`config.mk`:
```
export PLATFORM = sky130hd
export DESIGN_NAME = cbp_parser
export DESIGN_NICKNAME = d
export VERILOG_FILES = /design/src/inc/cbp_pkg.sv /design/src/design/cbp_fifo.sv /design/src/design/cbp_parser.sv
export SDC_FILE = /design/constraint.sdc
export NUM_CORES = 1
export LEC_CHECK = 0
export ABC_AREA = 1
export BUFFER_PORTS_ARGS = -buffer_cell sky130_fd_sc_hd__buf_2
export CAP_MARGIN = 5
export CORE_MARGIN = 8
export CORE_UTILIZATION = 40
export CTS_CLUSTER_SIZE = 12
export DETAILED_ROUTE_END_ITERATION = 12
export SYNTH_ARGS = -nofsm -noshare
export SYNTH_HDL_FRONTEND = slang
export SYNTH_SLANG_ARGS = --single-unit
```
`constraint.sdc`:
```
create_clock -name clk -period 4.2 [get_ports clk]
set_clock_uncertainty 0.05 [all_clocks]
set_input_delay 0.84 -clock clk [delete_from_list [all_inputs] [get_ports clk]]
set_output_delay 0.84 -clock clk [all_outputs]
set_load 0.005 [all_outputs]
```
`src/inc/cbp_pkg.sv`:
```
// Constants, types and the CRC step for the configuration bitstream parser.
// Assumes a 100 MHz system clock; stream figures are for the largest member.
package cbp_pkg;

   ////////////////////////////////////////////////////////////////////////////
   // Parser states, Gray along the usual path
   typedef enum logic [3:0]
   {
      S_HUNT  = 4'h0,
      S_LEN   = 4'h1,
      S_SEP   = 4'h3,
      S_START = 4'h2,
      S_DATA  = 4'h6,
      S_CHECK = 4'h7,
      S_POST  = 4'h5,
      S_DONE  = 4'h4,
      S_ERR   = 4'hC
   } cbp_state_e;

   // Options strapped on pins
   typedef struct packed
   {
      logic master;
      logic express;
      logic crc_on;
      logic big;
   } cbp_opt_s;

   // One frame data item towards configuration memory
   typedef struct packed
   {
      logic       wide;
      logic [7:0] data;
   } cbp_word_s;

   ////////////////////////////////////////////////////////////////////////////
   // Stream codes
   localparam logic [7:0]  FILL          = 8'hFF;
   localparam logic [3:0]  PRE_SER       = 4'h2;
   localparam logic [7:0]  PRE_EXP       = 8'hF2;
   localparam logic [7:0]  START_EXP     = 8'hFE;
   localparam logic [7:0]  START_EXP_BIG = 8'hFF;
   localparam logic [3:0]  CHK_SER       = 4'h6;
   localparam logic [7:0]  CHK_EXP       = 8'hD2;
   localparam logic [7:0]  POST_SER      = 8'h7F;

   // Field lengths in config clocks
   localparam logic [15:0] LEN_W         = 16'h0018;
   localparam logic [15:0] LEN_BYTES     = 16'h0003;
   localparam logic [15:0] SEP_BITS      = 16'h0004;
   localparam logic [15:0] CHK_BITS      = 16'h0004;
   localparam logic [15:0] POST_BITS     = 16'h0008;
   localparam logic [15:0] TAIL_BITS     = 16'h0007;

   // Frame geometry: 307 bits less start bit and four check bits
   localparam logic [15:0] FRAME_DATA_BITS = 16'h012E;
   localparam logic [15:0] EXP_DATA_BYTES  = 16'h002B;
   localparam logic [10:0] FRAME_COUNT     = 11'h435;

   // CRC-16 CCITT
   localparam logic [15:0] CRC_POLY      = 16'h1021;
   localparam logic [15:0] CRC_INIT      = 16'h0000;

   // Master config clock, 1 MHz
   localparam int          CLK_NS        = 10;
   localparam int          CONFIG_CLOCK_HALF_NS  = 500;
   localparam logic [7:0]  CONFIG_CLOCK_HALF_CYC = 8'(CONFIG_CLOCK_HALF_NS / CLK_NS);

   localparam int          FIFO_DEPTH    = 16;

   function automatic logic [15:0] crc16_step(input logic [15:0] crc, input logic bit_in);
      logic fb;
      fb = crc[15] ^ bit_in;
      return {crc[14:0], 1'b0} ^ (fb ? CRC_POLY : CRC_INIT);
   endfunction

endpackage

```
`src/design/cbp_fifo.sv`:
```
// Small flip-flop FIFO with valid/ready on both sides.
// Assumes one clock and a synchronous active-high reset.
`timescale 1ns/10ps
module cbp_fifo
#(
   parameter int W = 9,
   parameter int D = 16
)
(
   input  wire logic         clk,
   input  wire logic         sys_rst,
   input  wire logic         in_valid,
   output logic              in_ready,
   input  wire logic [W-1:0] in_data,
   output logic              out_valid,
   input  wire logic         out_ready,
   output logic [W-1:0]      out_data
);
   localparam int AW = $clog2(D);

   logic [W-1:0] mem_q [D];
   logic [AW:0]  wr_q;
   logic [AW:0]  rd_q;
   logic         push;
   logic         pop;

   assign in_ready  = (wr_q[AW] == rd_q[AW]) || (wr_q[AW-1:0] != rd_q[AW-1:0]);
   assign out_valid = wr_q != rd_q;
   assign out_data  = mem_q[rd_q[AW-1:0]];
   assign push      = in_valid && in_ready;
   assign pop       = out_valid && out_ready;

   always_ff @(posedge clk)
   begin
      if (push)
      begin
         mem_q[wr_q[AW-1:0]] <= in_data;
      end
   end

   always_ff @(posedge clk)
   begin
      if (sys_rst)
      begin
         wr_q <= '0;
         rd_q <= '0;
      end
      else
      begin
         if (push)
         begin
            wr_q <= wr_q + 1'b1;
         end
         if (pop)
         begin
            rd_q <= rd_q + 1'b1;
         end
      end
   end

endmodule // cbp_fifo

```
`src/design/cbp_parser.sv`:
```
// Configuration bitstream parser: header, frames, checks, postamble, readback CRC.
// Assumes config pins are asynchronous and sampled on clk; readback port is on clk.
//
// How it works
// - Serial header is eight ones, preamble, 24-bit count, then ones separator.
// - Preamble is 0010 serially, or byte 11110010 in express mode.
// - Express loading ignores the count and ends on memory full.
// - Each frame opens with a 0 bit, or byte FE (FF on big member).
// - Without CRC, the closing field must equal 0110 or D2, else error.
// - With CRC, four check bits per frame; last frame checks eleven bits.
// - Express mode only uses constant-field checking, never CRC.
// - Serial postamble 01111111 follows the last frame.
// - Start-up byte contents are ignored; they only provide clocks.
// - On error, loading stops before completion and init is pulled low.
// - As master, the config clock keeps running after an error.
// - Serial bits in stream order; express D0 is the leftmost bit.
// - Readback CRC-16 CCITT, eleven top bits appended.
// - Serial completion when clock count equals length count exactly.
// - Chained device in serial mode holds data output high while loading own frames.
// - Express mode takes one byte per rising config clock edge.
`timescale 1ns/10ps
module cbp_parser
#(
   parameter logic [15:0] P_DATA_BITS = cbp_pkg::FRAME_DATA_BITS,
   parameter logic [15:0] P_EXP_BYTES = cbp_pkg::EXP_DATA_BYTES,
   parameter logic [10:0] P_FRAMES    = cbp_pkg::FRAME_COUNT
)
(
   input  wire logic              clk,
   input  wire logic              sys_rst,
   input  wire logic              config_clock,
   input  wire logic              ser_data_in,
   input  wire logic [7:0]        byte_config_in,
   input  wire logic              program_n,
   input  wire cbp_pkg::cbp_opt_s opt_pins,
   output logic                   config_clock_o,
   output logic                   data_out,
   output logic                   done_o,
   output logic                   init_n_o,
   output logic                   init_n_oe,
   output logic                   error_o,
   output logic                   mem_valid,
   input  wire logic              mem_ready,
   output cbp_pkg::cbp_word_s     mem_word,
   input  wire logic              rb_bit,
   input  wire logic              rb_valid,
   input  wire logic              rb_clear,
   output logic [10:0]            rb_sum
);
   import cbp_pkg::*;

   ////////////////////////////////////////////////////////////////////////////
   // Pin synchronisers
   logic        config_clock_s1_q, config_clock_s2_q, config_clock_s3_q;
   logic        din_s1_q, din_s2_q;
   logic [7:0]  byte_s1_q, byte_s2_q;
   logic        prog_s1_q, prog_s2_q;
   cbp_opt_s    opt_s1_q, opt_s2_q;

   always_ff @(posedge clk)
   begin
      if (sys_rst)
      begin
         config_clock_s1_q <= 1'b0;
         config_clock_s2_q <= 1'b0;
         config_clock_s3_q <= 1'b0;
         din_s1_q  <= 1'b1;
         din_s2_q  <= 1'b1;
         byte_s1_q <= 8'hFF;
         byte_s2_q <= 8'hFF;
         prog_s1_q <= 1'b1;
         prog_s2_q <= 1'b1;
         opt_s1_q  <= '0;
         opt_s2_q  <= '0;
      end
      else
      begin
         config_clock_s1_q <= config_clock;
         config_clock_s2_q <= config_clock_s1_q;
         config_clock_s3_q <= config_clock_s2_q;
         din_s1_q  <= ser_data_in;
         din_s2_q  <= din_s1_q;
         byte_s1_q <= byte_config_in;
         byte_s2_q <= byte_s1_q;
         prog_s1_q <= program_n;
         prog_s2_q <= prog_s1_q;
         opt_s1_q  <= opt_pins;
         opt_s2_q  <= opt_s1_q;
      end
   end

   ////////////////////////////////////////////////////////////////////////////
   // Sampled stream
   logic        restart;
   logic        ev;
   logic        sb;
   logic [7:0]  eb;
   logic        xp;
   logic        crc_on;
   logic [7:0]  st_byte;

   assign restart = sys_rst || !prog_s2_q;
   assign ev      = config_clock_s2_q && !config_clock_s3_q;
   assign sb      = din_s2_q;
   assign eb      = {<<{byte_s2_q}};
   assign xp      = opt_s2_q.express;
   assign crc_on  = opt_s2_q.crc_on && !xp;
   assign st_byte = opt_s2_q.big ? START_EXP_BIG : START_EXP;

   cbp_state_e  state_q;
   logic [15:0] cnt_q;
   logic [10:0] frame_q;
   logic [3:0]  chk_q;
   logic [15:0] hist_q;
   logic [23:0] len_q;
   logic [23:0] clk_cnt_q;
   logic [15:0] crc_q;
   logic        err_q;
   logic        last_frame;
   logic        tail;
   logic        push;
   logic        f_ready;
   logic        bad;
   logic        pre_hit;
   logic [15:0] dlim;

   assign last_frame = frame_q == P_FRAMES - 11'h001;
   assign dlim       = xp ? P_EXP_BYTES : P_DATA_BITS;
   assign tail       = crc_on && last_frame && state_q == S_DATA && cnt_q >= P_DATA_BITS - TAIL_BITS;
   assign push       = ev && state_q == S_DATA;
   assign pre_hit    = xp ? {hist_q[7:0], eb} == {FILL, PRE_EXP}
                          : {hist_q[10:0], sb} == {FILL, PRE_SER};

   ////////////////////////////////////////////////////////////////////////////
   // Field checking
   always_comb
   begin
      bad = 1'b0;
      if (ev)
      begin
         unique case (state_q)
            S_SEP:   bad = xp ? eb != CHK_EXP : !sb;
            S_START: bad = xp && eb != st_byte;
            S_DATA:  bad = !f_ready || (tail && sb != crc_q[4'hF - chk_q]);
            S_CHECK:
            begin
               if (xp)
                  bad = eb != CHK_EXP;
               else if (crc_on)
                  bad = sb != crc_q[4'hF - chk_q];
               else
                  bad = sb != CHK_SER[2'h3 - cnt_q[1:0]];
            end
            S_POST:  bad = !(cnt_q == 16'h0000 && sb) && sb != POST_SER[3'h7 - cnt_q[2:0]];
            default: bad = 1'b0;
         endcase
      end
   end

   ////////////////////////////////////////////////////////////////////////////
   // Parser sequence
   always_ff @(posedge clk)
   begin
      if (restart)
      begin
         state_q <= S_HUNT;
         cnt_q   <= '0;
         frame_q <= '0;
         chk_q   <= '0;
         hist_q  <= '0;
         len_q   <= '0;
      end
      else if (ev)
      begin
         hist_q <= xp ? {hist_q[7:0], eb} : {hist_q[14:0], sb};
         if (bad)
         begin
            state_q <= S_ERR;
         end
         else
         begin
            unique case (state_q)
               // Leading extra ones just stay in the hunt
               S_HUNT:
               begin
                  if (pre_hit)
                  begin
                     state_q <= S_LEN;
                     cnt_q   <= '0;
                  end
               end
               S_LEN:
               begin
                  if (!xp)
                  begin
                     len_q <= {len_q[22:0], sb};
                  end
                  cnt_q <= cnt_q + 16'h0001;
                  if (cnt_q == (xp ? LEN_BYTES : LEN_W) - 16'h0001)
                  begin
                     state_q <= S_SEP;
                     cnt_q   <= '0;
                  end
               end
               S_SEP:
               begin
                  cnt_q <= cnt_q + 16'h0001;
                  if (xp || cnt_q == SEP_BITS - 16'h0001)
                  begin
                     state_q <= S_START;
                     cnt_q   <= '0;
                  end
               end
               // Ones after a frame's check bits are dummies
               S_START:
               begin
                  if (xp || !sb)
                  begin
                     state_q <= S_DATA;
                     cnt_q   <= '0;
                     chk_q   <= '0;
                  end
               end
               S_DATA:
               begin
                  cnt_q <= cnt_q + 16'h0001;
                  if (tail)
                  begin
                     chk_q <= chk_q + 4'h1;
                  end
                  if (cnt_q == dlim - 16'h0001)
                  begin
                     state_q <= S_CHECK;
                     cnt_q   <= '0;
                  end
               end
               S_CHECK:
               begin
                  chk_q <= chk_q + 4'h1;
                  cnt_q <= cnt_q + 16'h0001;
                  if (xp || cnt_q == CHK_BITS - 16'h0001)
                  begin
                     cnt_q   <= '0;
                     frame_q <= frame_q + 11'h001;
                     if (last_frame)
                        state_q <= xp ? S_DONE : S_POST;
                     else
                        state_q <= S_START;
                  end
               end
               S_POST:
               begin
                  if (!(cnt_q == 16'h0000 && sb))
                  begin
                     cnt_q <= cnt_q + 16'h0001;
                     if (cnt_q == POST_BITS - 16'h0001)
                     begin
                        state_q <= S_DONE;
                     end
                  end
               end
               S_DONE: state_q <= S_DONE;
               S_ERR:  state_q <= S_ERR;
               default: state_q <= S_ERR;
            endcase
         end
      end
   end

   ////////////////////////////////////////////////////////////////////////////
   // Running CRC over frame data, frozen across check bits
   always_ff @(posedge clk)
   begin
      if (restart)
         crc_q <= CRC_INIT;
      else if (push && crc_on && !tail)
         crc_q <= crc16_step(crc_q, sb);
   end

   // Counts every config clock from restart until an error, header and dummies included
   always_ff @(posedge clk)
   begin
      if (restart)
         clk_cnt_q <= '0;
      else if (ev && state_q != S_ERR)
         clk_cnt_q <= clk_cnt_q + 24'h000001;
   end

   always_ff @(posedge clk)
   begin
      if (restart)
         done_o <= 1'b0;
      else if (state_q == S_DONE && (xp || clk_cnt_q == len_q))
         done_o <= 1'b1;
   end

   ////////////////////////////////////////////////////////////////////////////
   // Chain output: serial passes header and overflow, express is a status
   always_ff @(posedge clk)
   begin
      if (restart)
         data_out <= 1'b1;
      else if (xp)
         data_out <= state_q inside {S_HUNT, S_LEN, S_DONE};
      else if (ev)
         data_out <= state_q inside {S_HUNT, S_LEN, S_POST, S_DONE} ? sb : 1'b1;
   end

   always_ff @(posedge clk)
   begin
      if (restart)
         err_q <= 1'b0;
      else if (bad)
         err_q <= 1'b1;
   end

   always_ff @(posedge clk)
   begin
      if (sys_rst)
      begin
         init_n_oe <= 1'b0;
         init_n_o  <= 1'b0;
         error_o   <= 1'b0;
      end
      else
      begin
         init_n_oe <= err_q || !prog_s2_q;
         init_n_o  <= 1'b0;
         error_o   <= err_q;
      end
   end

   ////////////////////////////////////////////////////////////////////////////
   // Master clock divider; error state does not stop it
   logic [7:0] div_q;

   always_ff @(posedge clk)
   begin
      if (sys_rst || !opt_s2_q.master)
      begin
         div_q          <= '0;
         config_clock_o <= 1'b0;
      end
      else if (div_q == CONFIG_CLOCK_HALF_CYC - 8'h01)
      begin
         div_q          <= '0;
         config_clock_o <= !config_clock_o;
      end
      else
      begin
         div_q <= div_q + 8'h01;
      end
   end

   // Config clock cannot stall, so a full buffer is a load error
   cbp_fifo #(.W($bits(cbp_word_s)), .D(FIFO_DEPTH)) u_fifo
   (
      .clk       (clk),
      .sys_rst   (restart),
      .in_valid  (push),
      .in_ready  (f_ready),
      .in_data   ({xp, xp ? eb : {7'h00, sb}}),
      .out_valid (mem_valid),
      .out_ready (mem_ready),
      .out_data  (mem_word)
   );

   ////////////////////////////////////////////////////////////////////////////
   // Readback checksum
   logic [15:0] rb_crc_q;

   always_ff @(posedge clk)
   begin
      if (sys_rst || rb_clear)
         rb_crc_q <= CRC_INIT;
      else if (rb_valid)
         rb_crc_q <= crc16_step(rb_crc_q, rb_bit);
   end

   always_ff @(posedge clk)
   begin
      if (sys_rst)
         rb_sum <= '0;
      else
         rb_sum <= rb_crc_q[15:5];
   end
endmodule // cbp_parser

```
==> summary.txt <==
Timing
  • Rel. slew slack: 0.201
  • Worst hold slack: around 0.35 ns
  • Endpoints failing hold: 0
  • RSZ-0062 raised after global routing: no
  • Max-slew violation count: 0
  • Post-layout minimum cycle time: 3.33 ns
  • Worst-Margin Slew: 1.19 ns
  • Post-route clock period utilization: 0.792
  • Setup slack after layout: 0.873 ns
  • F_max: 0.301 GHz
  • Final setup viols: 0
  • Setup TNS: 0 ns

Critical path
  • Worst-path fanout max: 55
  • R2R Setup Slk: 1.09 ns
  • CP arrival: 2.44 ns
  • Worst Path Required: 3.31 ns
  • Worst Setup Path Type: reg -> out
  • CP Capture Type: output pin
  • Worst setup SP type: flip-flop

Logic synthesis
  • Post-synth EDFFs: 144
  • #FFs+latches synth: 340
  • Syn Nets: 1750
  • Post-Syn Instances: 1716
  • Yosys warning count: 0
  • Post-synth ARST share: 0
  • Post-synthesis sequential area ratio: 0.543
  • Synth Flop Type: dfxtp_1
  • Mapped cell area: 15200 um^2
  • Syn Area/Cell: 8.85 um^2
  • Count of different cell masters after synthesis: 49

Finish
  • Fin nets: 1778
  • Antenna Diode Count: 0
  • Finished Layout Cells: 2283
  • Area delta synth->final: 12.1%
  • Final core occ: 0.453
  • Layout cells sized above 1: 0.112

Die
  • DIE WIDTH: between 200 and 250 um
  • Row count: 71
  • Die height: approximately 210 um
  • Starting density of the core: 0.404
  • # IOs: 48
  • Full die area: 44500 um^2
  • Core box area: 37600 um^2

Status
  • Run status: complete, no violations

Route
  • Antenna-violating nets left: 0
  • Routed len/inst: 15.1 um
  • Routed wire length: 34500 um
  • Via/cell ratio: approximately 5.0
  • DR DRC count: 0
  • Drt first pass iters: 7
  • Initial drt markers: 769
  • Vias: between 10000 and 15000

GRT
  • Vias in the first global route: between 10000 and 15000
  • Initial antenna violation count: 0
  • Overall routing resource usage: 0.155
  • First-pass GRT wire length: between 50000 and 60000 um
  • GR Overflow Total: 0
  • Largest net degree at the start of global routing: 62

CTS
  • Hold-fix buffer count after cts: 0
  • Clock transition at path regs: 0.06 ns
  • Clock Sinks: 340
  • CTS tree: done
  • CTS H-tree lvls: 2
  • Clk_lat worst skew: approximately 0.55 ns
  • Post-CTS setup buffers: 0
  • CTS buffer count: 38
  • Clock root buffer: clkbuf_16
  • CTS resizes: 0
  • Clock Path Buffers: 3

Place
  • DP HPWL: between 20000 and 25000 um
  • Post-Place Cells: roughly 2200
  • Pre-CTS setup slack: about 1.1 ns
  • Port Buffers: 46
  • Routability cong.: 0.859

Min path
  • Worst min path class: reg -> reg

Run
  • Max-cap check violation count: 0

Power
  • Max VDD drop: 0.302 mV
  • Pwr dens: approximately 400 nW/um^2
  • Pleak: 6.45 nW
power by group:
| part | switching, mW | internal, mW | total [mW] |
|---|---|---|---|
| combinational | 0.115 | 0.0483 | 0.164 |
| clock | 1.33 | 1.85 | 3.19 |
| sequential | 0.0150 | 3.46 | 3.48 |
| total | 1.46 | 5.36 | 6.83 |
critical path, cell delays in order, from the launching register on:
cell	delay, ns
dfxtp_4	0.76
buf_12	0.35
mux2i_1	0.22
o21ai_0	0.10
o211ai_1	0.21
nand2_1	0.08
buf_2	0.13
metal layers:
metal	share of wire	global-route usage
met1	0.48	0.214
met2	0.44	0.244
met3	0.058	0.0306
met4	0.022	0.0485
met5	0	0
registers in the layout (all words and copies together), names as in the netlist, 3 cells and up, named ones only:
register	cells
byte_s1_q	8
cnt_q	16
state_q	4
rb_crc_q	16
u_fifo.wr_q	5
div_q	8
opt_s2_q	3
rb_sum	11
len_q	24
chk_q	4
u_fifo.mem_q	144
byte_s2_q	8
opt_s1_q	4
frame_q	11
u_fifo.rd_q	5
hist_q	11
clk_cnt_q	24
crc_q	16
cell usage after synthesis, types with 13 or more instances:
cell type,n,area (um^2)
a21oi_1,142,711
clkbuf_1,46,173
dfxtp_1,196,3920
edfxtp_1,144,4320
ha_1,13,163
inv_1,220,826
inv_2,17,63.8
mux2i_1,36,360
nand2_1,225,845
nand3_1,65,325
nand4_1,69,432
nor2_1,177,664
nor2_2,17,106
nor3_1,23,115
o211ai_1,37,278
o21ai_0,128,641
or2_2,21,131
xor2_1,34,298
worst paths after layout:
| path | end | from | cells past startpoint |
|---|---|---|---|
| worst max-delay path | mem_word[6] | flip-flop | 6 |
| worst min register to register | opt_s2_q[0] | opt_s1_q[0] | 2 |
| worst min-delay path | opt_s2_q[0] | opt_s1_q[0] | 2 |
| worst max register to register | frame_q[1] | xp | 13 |
layout make-up:
type	count	area, um^2
flip-flops and latches	340	8250
clock buffers	56	1080
repair buffers	63	370
inverters	241	905
clock inverters	12	109
well taps	511	639
fillers	3613	20600
multi-input cells	1060	5670
cell families (layout without fill, tap and decap cells):
group,after synthesis,in the layout,synth area share
and+or+nand+nor,641,641,0.197
DFF,340,340,0.543
AOI/OAI and AO/OA,329,329,0.119
buffers and inverters,316,372,0.0836
xor gates and xnor gates,40,40,0.0231
muxes,36,36,0.0237
adders and majority gates,13,13,0.0107
other,1,1,0.000247
per-stage QoR:
| step | total power [mW] | instance area (um^2) |
|---|---|---|
| 2_1_floorplan | 3.66 | 15200 |
| 3_3_place_gp | 3.71 | 15800 |
| 3_5_place_dp | 3.71 | 15800 |
| 4_1_cts | 6.92 | 17000 |
| 5_1_grt | 7.07 | 17000 |
| 6_report | 6.83 | 17000 |
cells in the final DEF (no fill, tap or decap), types with 5 or more instances in the layout:
| cell type | count |
|---|---|
| buf_2 | 46 |
| nand3_1 | 65 |
| dfxtp_1 | 195 |
| nor4_1 | 12 |
| a21oi_1 | 142 |
| o211ai_1 | 37 |
| nand2_1 | 225 |
| nand3_2 | 7 |
| inv_1 | 220 |
| clkinv_1 | 5 |
| ha_1 | 13 |
| buf_4 | 16 |
| inv_2 | 17 |
| nand2_2 | 6 |
| nor2_2 | 17 |
| nor3_1 | 23 |
| nor2_1 | 177 |
| a221oi_1 | 5 |
| clkbuf_16 | 39 |
| mux2i_1 | 36 |
| clkinv_2 | 5 |
| nand4_1 | 69 |
| xor2_1 | 34 |
| or2_2 | 21 |
| edfxtp_1 | 144 |
| xnor2_1 | 6 |
| o21ai_0 | 128 |
| clkbuf_1 | 13 |
| nor3b_1 | 5 |
(Power assumes the default switching activity.)
